[src/aoc_pkg.sv]
package aoc_pkg;
    localparam int CODE_W = 12;
    localparam int IN_W = 14;
    localparam logic [CODE_W-1:0] CODE_ZERO = 12'h000;
    localparam logic [CODE_W-1:0] CODE_MID = 12'h800;
    localparam logic [CODE_W-1:0] CODE_FULL = 12'hFFF;
    // Input in LSB units: -VREF is -2048, +VREF is +2048
    localparam logic signed [IN_W-1:0] IN_NEG_REF = -14'sd2048;
    localparam logic signed [IN_W-1:0] IN_POS_REF = 14'sd2048;
    localparam int MCLK_HZ = 50_000_000;
    localparam int SCLK_HZ = 25_000_000;
    localparam int SCLK_DIV = MCLK_HZ / SCLK_HZ;
    localparam int PIPE_STAGES = 3;
    localparam int FIFO_DEPTH = 16;
    localparam int FIFO_SLACK = PIPE_STAGES + 3;
    localparam logic RST_SCLK = 1'b0;
    // Capture word: in_range, under, over, flag, twos, code
    localparam int CAP_W = 4 + 2 * CODE_W;

    typedef enum logic [1:0] {
        AOC_IDLE = 2'b01,
        AOC_RUN = 2'b10
    } aoc_gen_t;
endpackage

[src/aoc_link_if.sv]
`timescale 1ns/1ps
interface aoc_link_if;
    import aoc_pkg::*;
    logic sample_clk;
    logic [CODE_W-1:0] code;
    logic out_of_range_flag;
    logic word_valid;

    modport dev (
        input sample_clk,
        output code,
        output out_of_range_flag,
        output word_valid
    );
    modport cap (
        output sample_clk,
        input code,
        input out_of_range_flag,
        input word_valid
    );
endinterface

[src/aoc_capture.sv]
`timescale 1ns/1ps
module aoc_fifo #(
    parameter int WIDTH = 8,
    parameter int DEPTH = 16
) (
    input wire logic mclk,
    input wire logic arst_n,
    input wire logic in_valid,
    output logic in_ready,
    input wire logic [WIDTH-1:0] in_data,
    output logic out_valid,
    input wire logic out_ready,
    output logic [WIDTH-1:0] out_data,
    output logic [$clog2(DEPTH):0] level
);
    localparam int AW = $clog2(DEPTH);
    logic [WIDTH-1:0] mem_q [DEPTH];
    logic [AW-1:0] wptr_q;
    logic [AW-1:0] rptr_q;
    logic [AW:0] cnt_q;
    logic ovalid_q;
    logic [WIDTH-1:0] odata_q;
    logic push;
    logic pop;

    assign in_ready = (cnt_q != (AW+1)'(DEPTH));
    assign push = in_valid & in_ready;
    assign pop = (cnt_q != '0) & (~ovalid_q | out_ready);

    always_ff @(posedge mclk) begin
        if (push) begin
            mem_q[wptr_q] <= in_data;
        end
    end

    always_ff @(posedge mclk or negedge arst_n) begin
        if (!arst_n) begin
            wptr_q <= '0;
            rptr_q <= '0;
            cnt_q <= '0;
        end else begin
            if (push) begin
                wptr_q <= wptr_q + 1'b1;
            end
            if (pop) begin
                rptr_q <= rptr_q + 1'b1;
            end
            cnt_q <= cnt_q + (AW+1)'(push) - (AW+1)'(pop);
        end
    end

    always_ff @(posedge mclk or negedge arst_n) begin
        if (!arst_n) begin
            ovalid_q <= 1'b0;
            odata_q <= '0;
        end else if (pop) begin
            ovalid_q <= 1'b1;
            odata_q <= mem_q[rptr_q];
        end else if (out_ready) begin
            ovalid_q <= 1'b0;
        end
    end

    assign out_valid = ovalid_q;
    assign out_data = odata_q;
    assign level = cnt_q;
endmodule // aoc_fifo

module aoc_capture
    import aoc_pkg::*;
#(
    parameter int DEPTH = FIFO_DEPTH,
    parameter int SLACK = FIFO_SLACK
) (
    input wire logic mclk,
    input wire logic arst_n,
    aoc_link_if.cap link,
    input wire logic run,
    output logic sample_valid,
    input wire logic sample_ready,
    output logic [CODE_W-1:0] sample_code,
    output logic [CODE_W-1:0] sample_twos,
    output logic out_of_range_flag,
    output logic over_range,
    output logic under_range,
    output logic in_range
);
    aoc_gen_t gen_q;
    logic sclk_q;
    logic stall;
    logic [CAP_W-1:0] cap_word;
    logic [CAP_W-1:0] out_word;
    logic [$clog2(DEPTH):0] level;

    // Stop the clock early so in-flight samples still fit
    assign stall = (32'(level) >= DEPTH - SLACK);

    always_ff @(posedge mclk or negedge arst_n) begin
        if (!arst_n) begin
            gen_q <= AOC_IDLE;
        end else begin
            case (gen_q)
                AOC_IDLE: if (run && !stall) gen_q <= AOC_RUN;
                AOC_RUN: if ((!run || stall) && !sclk_q) gen_q <= AOC_IDLE;
                default: gen_q <= AOC_IDLE;
            endcase
        end
    end

    // Divide-by-two from mclk, output straight from a flop
    always_ff @(posedge mclk or negedge arst_n) begin
        if (!arst_n) begin
            sclk_q <= RST_SCLK;
        end else if (gen_q == AOC_RUN) begin
            sclk_q <= ~sclk_q;
        end else begin
            sclk_q <= 1'b0;
        end
    end
    assign link.sample_clk = sclk_q;

    always_comb begin
        cap_word = {
            ~link.out_of_range_flag,
            link.out_of_range_flag & ~link.code[CODE_W-1],
            link.out_of_range_flag & link.code[CODE_W-1],
            link.out_of_range_flag,
            {~link.code[CODE_W-1], link.code[CODE_W-2:0]},
            link.code
        };
    end

    aoc_fifo #(
        .WIDTH(CAP_W),
        .DEPTH(DEPTH)
    ) u_fifo (
        .mclk(mclk),
        .arst_n(arst_n),
        .in_valid(link.word_valid),
        .in_ready(),
        .in_data(cap_word),
        .out_valid(sample_valid),
        .out_ready(sample_ready),
        .out_data(out_word),
        .level(level)
    );

    assign sample_code = out_word[CODE_W-1:0];
    assign sample_twos = out_word[2*CODE_W-1:CODE_W];
    assign out_of_range_flag = out_word[2*CODE_W];
    assign over_range = out_word[2*CODE_W+1];
    assign under_range = out_word[2*CODE_W+2];
    assign in_range = out_word[2*CODE_W+3];
endmodule // aoc_capture

[src/flat_wrapper.sv]
// flat-port wrapper written by rule: the top's interface ports become plain ports
module aoc_capture_flat import aoc_pkg::*;
#(
    parameter int DEPTH = FIFO_DEPTH,
    parameter int SLACK = FIFO_SLACK
)
  (mclk, arst_n, run, sample_valid, sample_ready, sample_code, sample_twos, out_of_range_flag, over_range, under_range, in_range, link_sample_clk, link_code, link_out_of_range_flag, link_word_valid);
  aoc_link_if link_i ();
  input wire logic mclk;
  input wire logic arst_n;
  input wire logic run;
  output logic sample_valid;
  input wire logic sample_ready;
  output logic [CODE_W-1:0] sample_code;
  output logic [CODE_W-1:0] sample_twos;
  output logic out_of_range_flag;
  output logic over_range;
  output logic under_range;
  output logic in_range;
  output wire logic [$bits(link_i.sample_clk)-1:0] link_sample_clk;
  input wire logic [$bits(link_i.code)-1:0] link_code;
  input wire logic [$bits(link_i.out_of_range_flag)-1:0] link_out_of_range_flag;
  input wire logic [$bits(link_i.word_valid)-1:0] link_word_valid;
  assign link_sample_clk = link_i.sample_clk;
  assign link_i.code = link_code;
  assign link_i.out_of_range_flag = link_out_of_range_flag;
  assign link_i.word_valid = link_word_valid;
  aoc_capture #(.DEPTH(DEPTH), .SLACK(SLACK)) u_core (.mclk(mclk), .arst_n(arst_n), .link(link_i), .run(run), .sample_valid(sample_valid), .sample_ready(sample_ready), .sample_code(sample_code), .sample_twos(sample_twos), .out_of_range_flag(out_of_range_flag), .over_range(over_range), .under_range(under_range), .in_range(in_range));
endmodule
[config.mk]
export PLATFORM = sky130hd
export DESIGN_NAME = aoc_capture_flat
export DESIGN_NICKNAME = d
export VERILOG_FILES = /design/src/aoc_pkg.sv /design/src/aoc_link_if.sv /design/src/aoc_capture.sv /design/src/flat_wrapper.sv
export SDC_FILE = /design/constraint.sdc
export NUM_CORES = 1
export LEC_CHECK = 0
export BUFFER_PORTS_ARGS = -buffer_cell sky130_fd_sc_hd__buf_2
export CORE_MARGIN = 4
export CORE_UTILIZATION = 25
export CTS_CLUSTER_SIZE = 20
export DETAILED_ROUTE_END_ITERATION = 6
export GPL_TIMING_DRIVEN = 0
export SYNTH_ARGS = -nofsm -noshare
export SYNTH_HDL_FRONTEND = slang
export SYNTH_HIERARCHICAL = 1
export SYNTH_SLANG_ARGS = --single-unit
[constraint.sdc]
create_clock -name mclk -period 5.9 [get_ports mclk]
set_input_delay 1.18 -clock mclk [delete_from_list [all_inputs] [get_ports mclk]]
set_output_delay 1.18 -clock mclk [all_outputs]
set_load 0.01 [all_outputs]
# Yosys cells after proc, flatten, opt, wreduce, memory -nomap -nowiden
# Memory sizes are Yosys's and may differ from the RTL's. A register that Yosys moved wholly into a read port is not among the register bits.
# Index checks and enable logic that the tools add are counted.
# op_classes
mux	8
shifts	0
n_addsub	4
multipliers	0
n_div	0
eq_ne	5
n_lt_le_gt_ge	1
n_reduce_logical	10
bitwise	9
# op_table
cell	n
4-bit by 1-bit adder with 4-bit output (second input constant)	2
5-bit by 1-bit adder with 5-bit output	1
5-bit by 4-bit >= comparator with 1-bit output (second input constant)	1
1-bit 2-to-1 mux	5
5-bit inequality test (second input constant)	1
5-bit nonzero test	1
5-bit by 1-bit subtractor with 5-bit output	1
1-bit bitwise AND	4
1-bit zero test	4
2-bit 2-to-1 mux	2
2-bit by 1-bit inequality test with 1-bit output (second input constant)	2
1-bit inverter	4
2-bit one-hot mux with 2 select lines	1
2-bit by 1-bit equality test with 1-bit output (second input constant)	1
2-bit equality test (second input constant)	1
1-bit logical AND	2
2-bit AND reduction	1
2-bit nonzero test	1
1-bit logical OR	1
1-bit OR	1
# totals
wordCells	44
in_bits	18
register_bits	17
ramBits	448
rom_bits	0
latch_bits	0
n_memories	1
output_inout_bits	30
# memory_table
memory	words	word_bits	read_ports	rd_ports_with_merged_regs	wr	line_no	text
u_core.u_fifo.mem_q	16	28	1	1	1	aoc_capture.sv:17	logic [WIDTH-1:0] mem_q [DEPTH];

# Logic depth before layout (Yosys ltp)
# Gate-level depths: netlist of run 1.
# logic_depth
word_depth	5
depth_mapped	15
mapped_depth_nobuf	14

# Modules after synthesis
# Netlist of run 1, hierarchy kept.
# by_module_without_submodules
module	cells_each	area_each_um2	seq_area_each_um2	n_inst
aoc_fifo	839	18878.1	14503.9	1
aoc_capture	16	151.4	76.3	1

# Worst setup path after synthesis of run 1
# OpenSTA, ideal clock, no wires.
# synth_timing
path_kind	input port to flip-flop
start	in link_word_valid
end	mem u_core/u_fifo/mem_q[1][0] (netlist name) (enable)
required_ns	5.416
path_buffers	1
arrival_time_ns	4.205
slack_ns	1.212
setup_ns	0.484
stages	4
cell_sequence	and2_1 -> buf_2 -> inv_2 -> nor4_1
# synth_via
elab_chain_len	3
# synth_lines
element	line_no	text
start: declaration	flat_wrapper.sv:23	input wire logic [$bits(link_i.word_valid)-1:0] link_word_valid;
1-bit bitwise AND	aoc_capture.sv:27	assign push = in_valid & in_ready;
1-bit 2-to-1 mux	aoc_capture.sv:31	if (push) begin
1-bit 2-to-1 mux (not written as such)	aoc_capture.sv:32	mem_q[wptr_q] <= in_data;
end: declaration	aoc_capture.sv:17	
# Every way passes these cells.

# Worst setup path after layout of run 1
# layout_timing
start	reg u_core.u_fifo.cnt_q[3], in the netlist u_core/u_fifo/level[3]
end	reg u_core.u_fifo.cnt_q[4], in the netlist u_core/u_fifo/level[4]
# layout_via
elab_cells_between_ends	6
classes_between	add/sub (2); eq/ne (1); bitwise (2); reduce/logical (1)
# layout_rtl
element	line_no	text
start: declaration	aoc_capture.sv:20	logic [AW:0] cnt_q;
start signal: assignment	aoc_capture.sv:48	cnt_q <= cnt_q + (AW+1)'(push) - (AW+1)'(pop);
5-bit nonzero test	aoc_capture.sv:28	assign pop = (cnt_q != '0) & (~ovalid_q | out_ready);
1-bit bitwise AND	aoc_capture.sv:28	
via u_core.u_fifo.pop	aoc_capture.sv:24	logic pop;
5-bit by 1-bit subtractor with 5-bit output	aoc_capture.sv:48	
# The timed path passes the listed nets, and every way through them passes these cells.
# A chain may end at the register's enable or synchronous reset.

==> results of run 1 <==
[critical path: cells and delay by family (launching register included)]
kind                       cells  cell delay [ns]
AOI/OAI and AO/OA              3             0.65
xor gates and xnor gates       1             0.14
adders and majority gates      4             1.07
buffers and inverters          5             0.67
DFF                            1             0.38
and+or+nand+nor                1             0.14
[path summary, 6_finish.rpt]
path | startpoint | to | slack, ns | cells past startpoint
setup / recovery | u_core/u_fifo/level[3] | u_core/u_fifo/level[4] | 2.74 | 14
max in group asynchronous | arst_n | u_core/u_fifo/out_data[27] | 4.31 | 1
min in group asynchronous | arst_n | u_core/u_fifo/out_valid | 0.86 | 1
hold reg to reg | u_core/link.sample_clk | u_core/link.sample_clk | 0.49 | 1
setup reg to reg | u_core/u_fifo/level[3] | u_core/u_fifo/level[4] | 2.74 | 14
hold / removal | u_core/link.sample_clk | u_core/link.sample_clk | 0.49 | 1
[cells in the final DEF, fill, tap and decap left out, types with 4 or more instances in the layout]
cell	n
o22ai_1	29
buf_6	9
clkbuf_8	5
nor4_2	4
dfrtp_1	44
inv_1	18
mux4_2	112
xnor2_1	7
clkbuf_16	48
and2_2	8
nor2_4	4
buf_2	65
nor2_1	31
ha_1	11
buf_4	24
mux2i_1	28
clkbuf_1	25
clkinv_1	4
a221oi_2	28
clkinv_2	5
bufinv_16	6
edfxtp_1	448
nand2_1	4
[through the flow]
| stage | area, sq um | TNS [ns] | hold WS, ns | worst slack (ns) | utilization [%] |
|---|---|---|---|---|---|
| after floorplan | 19000 | 0 | 0.486 | 1.21 | - |
| after global placement | 20500 | -184.39 | 0.439 | -1.78 | 27.3 |
| after detailed placement | 20800 | 0 | 0.488 | 2.22 | 27.8 |
| after CTS | 22400 | 0 | 0.501 | 2.73 | 29.9 |
| after global routing | 22400 | 0 | 0.521 | 2.60 | 29.9 |
| final | 22400 | 0 | 0.487 | 2.74 | 29.9 |
[logic make-up (layout without fill, tap and decap cells)]
group / Yosys count / after routing / synth area share (%)
other: 0 / 1 / 0
DFF: 493 / 493 / 76.6
xor gates and xnor gates: 10 / 10 / 0.460
and+or+nand+nor: 65 / 65 / 1.79
buffers and inverters: 67 / 225 / 2.02
adders and majority gates: 12 / 12 / 0.828
muxes: 141 / 141 / 14.8
AOI/OAI and AO/OA: 67 / 67 / 3.49
[metal layers]
metal	GRT usage [%]	up-vias	wire length [um]
met3	1.63	64	1930
met2	18.1	185	21500
met1	13.4	4747	17700
li1	-	3802	-
met4	3.00	4	991
met5	0	-	21
[flip-flops by register name (all words and copies together), names as in the netlist]
register and flops:
u_core/link.sample_clk 1, u_core/gen_q 2, u_core/u_fifo/wptr_q 4, u_core/u_fifo/out_data 28, u_core/u_fifo/out_valid 1, u_core/u_fifo/rptr_q 4
u_core/u_fifo/mem_q 448, u_core/u_fifo/level 5
[report_power, final]
part	total, mW	internal, mW	switching (mW)
Combinational	3.23	1.42	1.81
Sequential	4.46	4.28	0.175
Clock	3.08	1.83	1.25
[cell type report]
class | count | area (sq um)
Inverter | 19 | 71.3
Fill cell | 7139 | 52500
Buffer | 48 | 313
Clock buffer | 67 | 1320
Tap cell | 969 | 1210
Sequential cell | 493 | 14600
Antenna cell | 1 | 2.50
Clock inverter | 19 | 265
Timing Repair Buffer | 72 | 520
Multi-Input combinational cell | 295 | 4130
[cell usage after synthesis, types with 2 or more instances]
master,count,area (sq um)
nor3b_1,2,15.0
mux2i_1,28,280
mux4_2,112,2520
o22ai_1,29,181
buf_4,5,37.5
a221oi_2,28,420
xor2_1,3,26.3
nor4_1,4,25.0
buf_1,2,7.51
dfrtp_1,44,1100
buf_6,9,101
buf_2,18,90.1
buf_8,2,30.0
nand4_1,2,12.5
inv_1,18,67.6
clkbuf_1,11,41.3
nand2b_1,2,12.5
and2_1,10,62.6
xnor2_1,7,61.3
ha_1,11,138
edfxtp_1,448,13500
nor2_1,35,131
a21oi_1,3,15.0
nand2_1,4,15.0
o21ai_1,3,15.0
==> reports/metrics.csv, run 1 <==
stage;metric;value;unit
routing;totalWireLength;42.1;mm
critical_path;path_common_cell;inv_1;
critical_path;crit_path_start_kind;register;
grt;first_global_vias;9311;
critical_path;cpPeakStageDelay;0.44;ns
floorplanning;rows;100;
logic_synthesis;yosys_register_bits;493;
clocking;hold_buffers;0;
sta;clock.fmax;0.317;GHz
routing;viasPerCell;4.44;
status;outcome;finished, final reports clean;
cells_and_area;final-instance-count-excl-fill;1983;
sta;period_needed;3.16;ns
critical_path;cp.required;6.37;ns
place;place_hpwl;26.7;mm
power;ir_drop;0.248;mV
clocking;htree_levels;2;
floorplanning;dieWidth;284;um
floorplanning;coreArea;74900;sq um
clocking;clk_pin_slew_worst_paths;0.06;ns
logic_synthesis;synth_cells;855;
logic_synthesis;ys.flop_type;edfxtp_1;
critical_path;crit_arrival;3.63;ns
sta;finalMaxSlewViolations;0;
logic_synthesis;synth_area;19000;sq um
clocking;cts.sinks;493;
routing;drt_pre_antenna_iters;5;
floorplanning;dieArea;80600;sq um
cells_and_area;nNetsFinal;1006;
grt;grt_pass1_wl;63.0;mm
critical_path;slowest_stage;a21oi_2;
logic_synthesis;synthDistinctLibCells;40;
critical_path;crit_fanout;10;
critical_path;critical_path_class;reg2reg;
sta;period_share;53.5;%
grt;grt_util_all_layers;10.4;%
grt;antenna_found_initial;3;
cells_and_area;drive_gt1_share;33.2;%
floorplanning;io_pins;48;
critical_path;cp-end-kind;register;
sta;hold_violations;0;
routing;via_count;8802;
power;leakage;7.24;nW
floorplanning;fp.dieH;284;um
place;place_inst;1896;
critical_path;crit_chain;inv_1, ha_1, nor4b_4, a21oi_2, buf_2, ha_1, inv_1, ha_1, inv_1, fa_1, inv_1, a21oi_1, o21bai_1, xnor2_1;
clocking;cts.root.buffer_cell;clkbuf_16;
grt;grt_max_degree;46;
routing;drt.antenna.violating_nets;0;
place;io_buffers;47;
clocking;clk_path_buf_depth;3;
logic_synthesis;synthesis.nets;885;
logic_synthesis;yosysSeqAreaShare;76.6;%
cells_and_area;area_delta_synth_final;17.8;%
sta;worst_slew_pin_slew;1.19;ns
place;gp_congestion;0.739;
sta;fin_worst_skew;0.0226;ns
logic_synthesis;syn_avg_cell_area;22.3;sq um
routing;wire_per_inst;21.2;um
sta;slew_headroom;20.9;%
flow_run;drv_cap;0;
floorplanning;start_util;25.4;%
grt;gr-total-overflow;0;
routing;drt_drc_violations_left;0;
clocking;cts_buffers;47;
power;power.density;480;nW/um^2
clocking;clock_latency;0.57;ns
clocking;cts_tree;done;
logic_synthesis;synth_edf_count;448;
sta;finalSetupViolCount;0;
power;power;10.8;mW
hold_path;hold_class;reg2reg;
sta;rsz0062_at_grt;no;
routing;drtIter0Drc;556;
logic_synthesis;ys_async_sr_fraction;9.13;%
logic_synthesis;yosysWarnings;6;
clocking;cts_resized;0;
clocking;post-cts-setup-buffers;0;
Note: power is estimated with default switching activity, not from simulation.
==> run 2, diff against run 1 <==
Clock period 5.9 ns to 2.5 ns, I/O delays scaled along.
==> run 2 against run 1 <==
Compared with the run above: critical path type unchanged; combinational power up 140%; power up 140%; worst setup slack worse by 2.7 ns; clock power up 130%; first-iteration DRC count up 5.8%; final cell count up 0.30%; largest power group unchanged; sequential power up 140%; worst hold slack worse by 0.37 ns.
==> reports/metrics.csv, run 2 (synthesis results as in run 1) <==
stage;metric;value;unit
status;outcome;finished, final reports clean;
grt;antenna_found_initial;5;
routing;drtIter0Drc;588;
grt;first_global_vias;9367;
cells_and_area;regArea;14600;sq um
cells_and_area;regMostFlops;u_core/u_fifo/mem_q;
clocking;cts_buffers;47;
grt;grt_pass1_wl;64.1;mm
power;p_comb_share;30.7;%
sta;worst_slew_pin_slew;1.13;ns
cells_and_area;final_cell_mix;448 x edfxtp_1, 112 x mux4_2, 63 x buf_2;
grt;grt_util_all_layers;10.6;%
power;power.density;1130;nW/um^2
floorplanning;rows;100;
sta;finalWorstSetupSlack;0.00125;ns
clocking;cts.sinks;493;
place;place_ws;-0.426;ns
sta;clock.fmax;0.400;GHz
routing;via_count;8915;
clocking;clk_pin_slew_worst_paths;0.06;ns
routing;totalWireLength;43.3;mm
power;p_switching;7.85;mW
floorplanning;dieArea;80600;sq um
power;leakage;7.25;nW
sta;finalSetupViolCount;0;
clocking;htree_levels;2;
power;switching_share;30.7;%
power;p_clk_share;28.0;%
sta;rsz0062_at_grt;yes;
grt;gr-total-overflow;0;
routing;viasPerCell;4.48;
clocking;cts.root.buffer_cell;clkbuf_16;
critical_path;crit_arrival;2.69;ns
cells_and_area;nNetsFinal;1009;
place;io_buffers;47;
sta;period_share;99.9;%
clocking;clock_latency;0.57;ns
cells_and_area;multi_input_area;4240;sq um
critical_path;cp-end-kind;register;
routing;drt_pre_antenna_iters;4;
place;place_hpwl;26.1;mm
floorplanning;fp.dieH;284;um
place;gp_congestion;0.760;
routing;drt_drc_violations_left;0;
clocking;clk_path_buf_depth;3;
hold_path;hold_class;in2reg;
power;power.share.sequential;41.4;%
power;p_int;17.7;mW
critical_path;critical_path_class;reg2reg;
sta;fin_worst_skew;0.0271;ns
sta;fin_hold_ws;0.122;ns
critical_path;crit_path_start_kind;register;
routing;drt.antenna.violating_nets;0;
floorplanning;io_pins;48;
critical_path;cp.required;2.69;ns
sta;finalMaxSlewViolations;0;
cells_and_area;largest_reg_flops;448;
floorplanning;coreArea;74900;sq um
cells_and_area;layout_commonest_cell;edfxtp_1;
sta;setup_tns;0;ns
flow_run;drv_cap;0;
sta;period_needed;2.50;ns
floorplanning;dieWidth;284;um
cells_and_area;n_fill_cell;7153;
power;ir_drop;0.542;mV
grt;grt_max_degree;46;
routing;wire_per_inst;21.8;um
clocking;hold_buffers;0;
clocking;cts_tree;done;
sta;slew_headroom;24.5;%
floorplanning;start_util;25.4;%
cells_and_area;area_delta_synth_final;18.4;%
sta;hold_violations;0;
cells_and_area;drive_gt1_share;34.2;%
critical_path;crit_fanout;28;
## run 2: changes by cell type in the layout (fill, tap and decap cells not counted), sizes merged
cell      before  now
and2          10   14
buf          108  107
clkbuf        79   67
clkinv        10   23
clkinvlp       0    1
diode          1    4
inv           22   20
## run 2: metal layers
metal / track usage [%] / routed length (um)
met1: 13.4 / 18000
met2: 18.6 / 22300
met5: 0 / 27
met3: 2.07 / 1940
met4: 3.06 / 1030
## run 2: final timing paths
kind / from / to / slack [ns] / cells after the start
setup / recovery: u_core/u_fifo/level[1] / u_core/u_fifo/mem_q[7][27] / 0.001 / 6
hold / removal: sample_ready / u_core/u_fifo/out_valid / 0.12 / 2
setup reg to reg: u_core/u_fifo/level[1] / u_core/u_fifo/mem_q[7][27] / 0.001 / 6
hold reg to reg: u_core/link.sample_clk / u_core/link.sample_clk / 0.46 / 1
max in group asynchronous: arst_n / u_core/u_fifo/out_data[27] / 1.65 / 1
min in group asynchronous: arst_n / u_core/u_fifo/level[3] / 0.14 / 1
## run 2: per-stage QoR
stage | utilization [%] | cell area [sq um] | power, mW | std cells
5_1_grt | 30.0 | 22500 | 26.7 | 1986
3_5_place_dp | 27.7 | 20800 | 18.5 | 1884
6_report | 30.1 | 22500 | 25.5 | 1989
2_1_floorplan | - | 19100 | 15.8 | 855
3_3_place_gp | 27.4 | 20500 | 18.2 | 1871
4_1_cts | 30.0 | 22500 | 25.9 | 1983
## run 2: layout make-up
class                   instances  share of cell area, %
flip-flops and latches        493                   64.7
plain buffers                  47                   1.39
diodes                          4                 0.0444
clock buffers                  55                   5.49
clock inverters                31                   1.45
repair buffers                 72                   2.35
well taps                     969                   5.38
multi-input cells             299                   18.8
inverters                      19                  0.350
## run 2: power by group through the flow
stage               Clock (mW)  Combinational, mW  Sequential (mW)
floorplan                    0               5.15             10.7
global placement             0               7.42             10.7
detailed placement           0               7.72             10.8
CTS                       7.32               7.97             10.6
global route              7.66               8.43             10.6
finish                    7.14               7.83             10.6
## run 2: critical path: stages (launching register included)
cell and delay [ns]:
dfrtp_1 0.51, nand4bb_1 0.18, and2_4 0.15, buf_6 0.14, inv_8 0.05, nor3b_1 0.49, and2_4 0.57
## run 2: repair_timing
item	in CTS	in global routing
pin swaps	10	4
cloned	4	0
resized for setup	23	2
buffers inserted	10	2
endpoints found under the setup margin	265	122
